==> config.mk <==
export PLATFORM = sky130hd
export DESIGN_NAME = icp_cache
export DESIGN_NICKNAME = d
export VERILOG_FILES = /design/src/rtl/icp_pkg.sv /design/src/rtl/icp_cache.sv
export SDC_FILE = /design/constraint.sdc
export NUM_CORES = 2
export LEC_CHECK = 0
export BUFFER_PORTS_ARGS = -buffer_cell sky130_fd_sc_hd__buf_2
export CORE_UTILIZATION = 47
export DETAILED_ROUTE_END_ITERATION = 10
export PLACE_DENSITY = 0.59
export SLEW_MARGIN = 20
export SYNTH_ARGS = -nofsm -noshare
export SYNTH_HDL_FRONTEND = slang
export SYNTH_SLANG_ARGS = --single-unit
==> constraint.sdc <==
create_clock -name core_clk_i -period 8.9 [get_ports core_clk_i]
set_input_delay 1.335 -clock core_clk_i [delete_from_list [all_inputs] [get_ports core_clk_i]]
set_output_delay 1.335 -clock core_clk_i [all_outputs]
set_load 0.05 [all_outputs]
==> src/rtl/icp_pkg.sv <==
// Purpose: Shared constants for the instruction cache and prefetch block
// Assumes: 32-bit addresses, long-word entries
// Notes:   Address split is tag | index | half | byte
package icp_pkg;
    localparam int ICP_ADDR_W   = 32;
    localparam int ICP_DATA_W   = 32;
    localparam int ICP_HALF_W   = 16;
    localparam int ICP_ENTRIES  = 64;
    localparam int ICP_IDX_W    = 6;
    localparam int ICP_IDX_LSB  = 2;
    localparam int ICP_HALF_BIT = 1;
    localparam int ICP_TAG_LSB  = 8;
    localparam int ICP_TAG_W    = 24;
    localparam int ICP_WA_W     = 30;

    typedef enum logic [1:0] {
        ICP_IDLE,
        ICP_FILL,
        ICP_OPER
    } icp_state_e;
endpackage

==> src/rtl/icp_cache.sv <==
// Purpose: Direct-mapped instruction cache with prefetch hold buffer and bus arbitration
// Assumes: Prefetch and operand requesters hold req until answered; bus_ack_i is a pulse
// Notes:   All ports share core_clk_i, so no synchronisers are needed
`timescale 1ns/1ps
`default_nettype none

module icp_cache
    import icp_pkg::*;
(
    input  wire logic                  core_clk_i,
    input  wire logic                  resetn_i,
    input  wire logic                  cache_en_i,
    input  wire logic                  pf_req_i,
    input  wire logic [ICP_ADDR_W-1:0] pf_addr_i,
    input  wire logic                  supervisor_space_bit_i,
    output var  logic                  pf_ack_o,
    output var  logic [ICP_HALF_W-1:0] pf_data_o,
    input  wire logic                  op_req_i,
    input  wire logic [ICP_ADDR_W-1:0] op_addr_i,
    output var  logic                  op_done_o,
    output var  logic                  bus_req_o,
    output var  logic                  bus_op_o,
    output var  logic [ICP_ADDR_W-1:0] bus_addr_o,
    output var  logic                  bus_super_o,
    input  wire logic                  bus_ack_i,
    input  wire logic [ICP_DATA_W-1:0] bus_data_i
);

    // ****************************************
    // Storage
    // ****************************************
    // 64 long-word entries
    logic [ICP_ENTRIES-1:0] valid_q;
    logic [ICP_TAG_W-1:0]   tag_q   [ICP_ENTRIES];
    logic                   space_q [ICP_ENTRIES];
    logic [ICP_DATA_W-1:0]  data_q  [ICP_ENTRIES];

    logic [ICP_WA_W-1:0]    hold_wa_q;
    logic                   hold_super_q;
    logic                   hold_vld_q;
    logic [ICP_DATA_W-1:0]  hold_data_q;

    icp_state_e             state_q;
    icp_state_e             state_d;
    logic                   pf_ack_q;
    logic                   pf_ack_d;
    logic [ICP_HALF_W-1:0]  pf_data_q;
    logic [ICP_HALF_W-1:0]  pf_data_d;
    logic                   op_done_q;
    logic                   op_done_d;
    logic                   bus_req_q;
    logic                   bus_req_d;
    logic                   bus_op_q;
    logic                   bus_op_d;
    logic [ICP_ADDR_W-1:0]  bus_addr_q;
    logic [ICP_ADDR_W-1:0]  bus_addr_d;
    logic                   bus_super_q;
    logic                   bus_super_d;

    // ****************************************
    // Lookup
    // ****************************************
    logic [ICP_IDX_W-1:0]   idx;
    logic [ICP_TAG_W-1:0]   tag;
    logic [ICP_WA_W-1:0]    pf_wa;
    logic                   cache_hit;
    logic                   hold_hit;
    logic                   hit;
    logic                   pf_new;
    logic                   fill_done;
    logic                   fill_wr;
    logic [ICP_DATA_W-1:0]  hit_word;

    always_comb begin
        idx      = pf_addr_i[ICP_IDX_LSB +: ICP_IDX_W];
        tag      = pf_addr_i[ICP_TAG_LSB +: ICP_TAG_W];
        pf_wa    = pf_addr_i[ICP_ADDR_W-1:ICP_IDX_LSB];
        cache_hit = cache_en_i && valid_q[idx] && (tag_q[idx] == tag)
                    && (space_q[idx] == supervisor_space_bit_i);
        // hold buffer serves when cache off
        hold_hit  = !cache_en_i && hold_vld_q && (hold_wa_q == pf_wa)
                    && (hold_super_q == supervisor_space_bit_i);
        hit       = cache_hit || hold_hit;
        hit_word  = cache_hit ? data_q[idx] : hold_data_q;
        pf_new    = pf_req_i && !pf_ack_q;
        fill_done = (state_q == ICP_FILL) && bus_ack_i;
        fill_wr   = fill_done && cache_en_i;
    end

    // ****************************************
    // Control and bus sequencing
    // ****************************************
    always_comb begin
        state_d     = state_q;
        pf_ack_d    = 1'b0;
        pf_data_d   = pf_data_q;
        op_done_d   = 1'b0;
        bus_req_d   = bus_req_q;
        bus_op_d    = bus_op_q;
        bus_addr_d  = bus_addr_q;
        bus_super_d = bus_super_q;
        // hits answered without a bus cycle
        if (pf_new && hit) begin
            pf_ack_d  = 1'b1;
            pf_data_d = pf_addr_i[ICP_HALF_BIT] ? hit_word[ICP_HALF_W-1:0]
                                                : hit_word[ICP_DATA_W-1:ICP_HALF_W];
        end
        case (state_q)
            ICP_IDLE: begin
                // operand goes first when prefetch hits
                if (op_req_i && (!pf_new || hit)) begin
                    state_d     = ICP_OPER;
                    bus_req_d   = 1'b1;
                    bus_op_d    = 1'b1;
                    bus_addr_d  = op_addr_i;
                    bus_super_d = supervisor_space_bit_i;
                end else if (pf_new && !hit) begin
                    state_d     = ICP_FILL;
                    bus_req_d   = 1'b1;
                    bus_op_d    = 1'b0;
                    bus_addr_d  = {pf_wa, 2'b00};
                    bus_super_d = supervisor_space_bit_i;
                end
            end
            ICP_FILL: begin
                if (bus_ack_i) begin
                    state_d   = ICP_IDLE;
                    bus_req_d = 1'b0;
                    pf_ack_d  = 1'b1;
                    // requested half of the fetched long word
                    pf_data_d = pf_addr_i[ICP_HALF_BIT] ? bus_data_i[ICP_HALF_W-1:0]
                                                        : bus_data_i[ICP_DATA_W-1:ICP_HALF_W];
                end
            end
            ICP_OPER: begin
                if (bus_ack_i) begin
                    state_d   = ICP_IDLE;
                    bus_req_d = 1'b0;
                    op_done_d = 1'b1;
                end
            end
            default: begin
                state_d   = ICP_IDLE;
                bus_req_d = 1'b0;
            end
        endcase
    end

    always_ff @(posedge core_clk_i) begin
        if (!resetn_i) begin
            state_q     <= ICP_IDLE;
            pf_ack_q    <= 1'b0;
            pf_data_q   <= 16'h0000;
            op_done_q   <= 1'b0;
            bus_req_q   <= 1'b0;
            bus_op_q    <= 1'b0;
            bus_addr_q  <= 32'h00000000;
            bus_super_q <= 1'b0;
        end else begin
            state_q     <= state_d;
            pf_ack_q    <= pf_ack_d;
            pf_data_q   <= pf_data_d;
            op_done_q   <= op_done_d;
            bus_req_q   <= bus_req_d;
            bus_op_q    <= bus_op_d;
            bus_addr_q  <= bus_addr_d;
            bus_super_q <= bus_super_d;
        end
    end

    // ****************************************
    // Entry and hold buffer update
    // ****************************************
    logic [ICP_ENTRIES-1:0] valid_d;

    always_comb begin
        valid_d = valid_q;
        if (fill_wr) begin
            valid_d[idx] = 1'b1;
        end
    end

    always_ff @(posedge core_clk_i) begin
        if (!resetn_i) begin
            valid_q    <= '0;
            hold_vld_q <= 1'b0;
        end else begin
            valid_q <= valid_d;
            if (fill_done) begin
                hold_vld_q   <= 1'b1;
                hold_wa_q    <= bus_addr_q[ICP_ADDR_W-1:ICP_IDX_LSB];
                hold_super_q <= bus_super_q;
                hold_data_q  <= bus_data_i;
            end
        end
    end

    always_ff @(posedge core_clk_i) begin
        if (fill_wr) begin
            tag_q[idx]   <= tag;
            space_q[idx] <= bus_super_q;
            data_q[idx]  <= bus_data_i;
        end
    end

    assign pf_ack_o    = pf_ack_q;
    assign pf_data_o   = pf_data_q;
    assign op_done_o   = op_done_q;
    assign bus_req_o   = bus_req_q;
    assign bus_op_o    = bus_op_q;
    assign bus_addr_o  = bus_addr_q;
    assign bus_super_o = bus_super_q;
endmodule

`default_nettype wire

==> metrics.log <==
[metrics] result of the run: completed
[metrics] root buf cell: sky130_fd_sc_hd__clkbuf_16
[metrics] type of the setup path with the least slack: in -> reg
[metrics] DIE AREA: 316,000 um2
[metrics] number of failing setup endpoints in the final timing report: 0
[metrics] setup repair after global routing missed its margin: false
[metrics] area overhead of the layout relative to synthesis: 13.7%
[metrics] TritonRoute pass-1 iters: 5
[metrics] number of synthesized register bits: between 3,000 and 4,000
[metrics] routed via count: 77,096
[metrics] number of buffers inserted by port buffering: 154
[metrics] Bufs on Longest Clock Path: 4
[metrics] final worst setup slack: 2930 ps
[metrics] cells along the critical path: buf_12 -> buf_4 -> nand4bb_1 -> o22ai_1 -> nor4_1 -> a31oi_1 -> nor4_1 -> o2111ai_1 -> nor4_4 -> a41oi_4 -> buf_4 -> nand2_1 -> a221o_1
[metrics] Leakage: around 54 nW
[metrics] number of flops mapped to enable cells by yosys: 3,711
[metrics] flip-flop cell with the highest count after synthesis: sky130_fd_sc_hd__edfxtp_1
[metrics] HPWL after detailed placement: 243,000 um
[metrics] cell area after layout: between 150,000 and 200,000 um2
[metrics] hold buffers post-CTS: 0
[metrics] f_max: 168 MHz
[metrics] warning count from the yosys run: 0
[metrics] proportion of netlist area held by the largest area contributor: between 70 and 80%
[metrics] cell type with the highest aggregate area in the netlist: sky130_fd_sc_hd__edfxtp_1
[metrics] synthesized area divided by synthesized cell count: 21.1 um2
[metrics] clock latency at the later pin of the worst-skew pair: 970 ps
[metrics] vias per cell: 6.48
[metrics] worst hold slack: 465 ps
[metrics] R2R depth: 9
[metrics] Tightest Hold Check Type: reg -> reg
[metrics] Critical Path End Type: flop
[metrics] crit start category: input pin
[metrics] total number of placement rows: 205
[metrics] top-level port count: 156
[metrics] Slew headroom: a little under a fifth
[metrics] count of final hold-check violations: 0
[metrics] effective utilization at floorplan: 47.3%
[metrics] number of nets in the layout: 7,522
[metrics] sequential element share of the synthesized area: 77.2%
[metrics] min cycle time layout: 5970 ps
[metrics] Setup TNS Final: 0 ps
[metrics] Placed Instances: 11,157
[metrics] slew at the pin closest to its max-slew limit: 1220 ps
[metrics] worst slack at placement: around 2000 ps
[metrics] net count after synthesis: 7,082
[metrics] antenna viol nets, final: 0
[metrics] final standard cell count with taps included and fillers excluded: approximately 12,000
[metrics] Post-route DRC: 0
[metrics] Post-Syn Area: roughly 150,000 um2
[metrics] register-to-register path setup slack: 4110 ps
[metrics] number of DRC markers after the initial detailed-route iteration: 11,875
[metrics] count of buffer and inverter cells on the critical path: 3
[metrics] cell types occupying the most area after synthesis: sky130_fd_sc_hd__edfxtp_1, sky130_fd_sc_hd__mux4_2, sky130_fd_sc_hd__mux2i_1, sky130_fd_sc_hd__dfxtp_1, sky130_fd_sc_hd__o22ai_1
[metrics] Distinct cells, synth: 74
[metrics] clock tree skew after final layout: 56.0 ps
[metrics] count of filler cells inserted in the layout: 23,932
[metrics] residual overflow from global routing: 0
[metrics] GRT Util Overall: 28.3%
[metrics] required time worst endpoint: 9730 ps
[metrics] terminus of the critical flop-to-flop path: tag_q[0][10]
[metrics] startpoint of the worst register-to-register path: state_q[1]
[metrics] H-tree depth: 5
[metrics] share of cells above drive strength 1: about 24%
[metrics] CTS-repair resized insts: 0
[metrics] worst hold path endpoint: hold_wa_q[28]
[metrics] maxcap violations: 0
[metrics] die boundary height: 562 um
[metrics] initial antenna violation count: 33
[metrics] post-route clock period utilization: about two thirds
[metrics] maximum number of pins on one net before global-route repair: 122
[metrics] number of setup buffers added after CTS: 0
[metrics] maximum net fanout on the critical path: 104
[metrics] area of the core region: 312,000 um2
[metrics] FFs w/ async S/R, synth: 0%
[metrics] final RePlAce weighted congestion: 0.805
[metrics] register clock-pin slew on the reported worst setup and hold paths: 60 ps
[metrics] DIE WIDTH: 562 um
[metrics] Critical Path Slowest Stage Cell: sky130_fd_sc_hd__nand4bb_1
[metrics] Syn Inst Count: 6,976
[metrics] Avg WL per Cell: 37.9 um
[metrics] first-pass GRT wire length: 617,000 um
[metrics] min-delay src: bus_addr_o[30]
[metrics] critical path data arrival time: 6800 ps
[metrics] TritonCTS clock tree: done
[metrics] Pwr per Cell Area: 229 nW/um2
[metrics] final WL: 451,000 um
[metrics] worst ir drop on vdd: 0.208 mV
[metrics] cell area reported after detailed placement: 155,000 um2
[metrics] stage delay of the slowest cell on the critical path: ~700 ps
[metrics] clock sinks: 3,831
[metrics] Hold Crit Depth: 0
[metrics] kind of cell adding the most delay to the critical path: buffers and inverters
[metrics] vias in the first global route: between 70,000 and 80,000
[metrics] number of pins exceeding their max-slew limit in the final report: 0
[metrics] total CTS buffers: 397
[worst max path at each step]
stage	from	endpoint	slack (ps)	cells after the start
6_report	pf_addr_i[2]	bus_addr_o[0]	2930	13
5_1_grt	pf_addr_i[2]	bus_addr_o[1]	2730	13
3_5_place_dp	pf_addr_i[2]	bus_addr_o[27]	2010	13
3_3_place_gp	pf_addr_i[2]	bus_addr_o[27]	2010	13
2_1_floorplan	pf_addr_i[4]	data_q[15][0]	2370	12
4_1_cts	pf_addr_i[2]	bus_addr_o[27]	2990	13
[kinds of logic after synthesis]
logic type	after synthesis	synth area share [%]
compound gates	635	2.92
flops	3831	77.2
simple gates	611	2.19
mux	1427	16.0
buf+inv	425	1.40
xor+xnor	44	0.261
fa+ha+maj	3	0.0255
[power by group]
part	switching (mW)	leakage, nW	internal [mW]
logic	1.34	13.5	0.656
registers	0.0592	34.3	19.8
clock network	6.97	6.33	9.62
[placed cells by master (no fill, tap or decap), drive strengths merged, types with 6 or more instances in the layout]
cell	instances
nor2b	7
or4	20
bufinv	40
a32oi	6
and3	11
a221oi	9
xnor2	16
a21oi	53
a22o	16
clkinv	163
inv	21
a31oi	21
nor4	39
nand4	30
xor2	28
mux2	19
nor3	43
diode	13
clkinvlp	12
o21ai	78
mux4	744
o22ai	207
o2111ai	18
o211ai	18
nand3	68
a22oi	136
clkbuf	504
a211oi	10
edfxtp	3711
and4b	30
nor3b	9
nor2	255
nand2	44
dfxtp	120
buf	459
o22a	33
mux2i	664
or3	7
[worst reg2reg max path: cells and delay by family, from the launching register on]
family,cells,cell delay (ps)
and+or+nand+nor,5,2150
buffers and inverters,3,1650
DFF,1,330
adders and majority gates,1,170
[through the flow]
| step | utilization [%] | power [mW] |
|---|---|---|
| finish | 53.8 | 38.5 |
| global route | 53.8 | 39.4 |
| CTS | 53.8 | 38.7 |
| detailed placement | 49.6 | 22.3 |
| global placement | 49.6 | 22.2 |
| floorplan | - | 21.4 |
[layout make-up]
class	instances	area [um2]	share of cell area, %
multi-input combinational	2720	32200	19.2
sequential	3831	114000	67.9
clock inverter	229	2340	1.40
inverter	7	33.8	0.0201
timing repair buffer	459	3480	2.08
clock buffer	504	10600	6.33
antenna	13	32.5	0.0194
tap	4140	5180	3.09
[layer usage]
metal / global-route usage (%) / wire length (um) / up-vias
met4: 11.2 / 19800 / 8
met3: 3.96 / 40700 / 825
met5: 0 / 54 / -
li1: - / - / 30276
met1: 39.7 / 175000 / 41646
met2: 45.3 / 215000 / 4341
[sequential cells by signal (all words and copies together), names as in the netlist, 16 cells and up]
name	cells
hold_wa_q	30
bus_addr_o	32
tag_q	1536
space_q	64
pf_data_o	16
data_q	2048
hold_data_q	32
valid_q	64
[Yosys cell counts, drive strengths merged, types with 18 or more instances]
cell type  count
or4           20
dfxtp        120
o22ai        207
nand3         68
a22oi        136
xor2          28
edfxtp      3711
nor2         255
buf          257
mux4         744
a31oi         21
o22a          33
o211ai        18
mux2i        664
clkbuf       161
mux2          19
and4b         30
nor4          39
nand2         44
a21oi         53
o2111ai       18
o21ai         78
nand4         30
nor3          43
(Power assumes the default switching activity.)
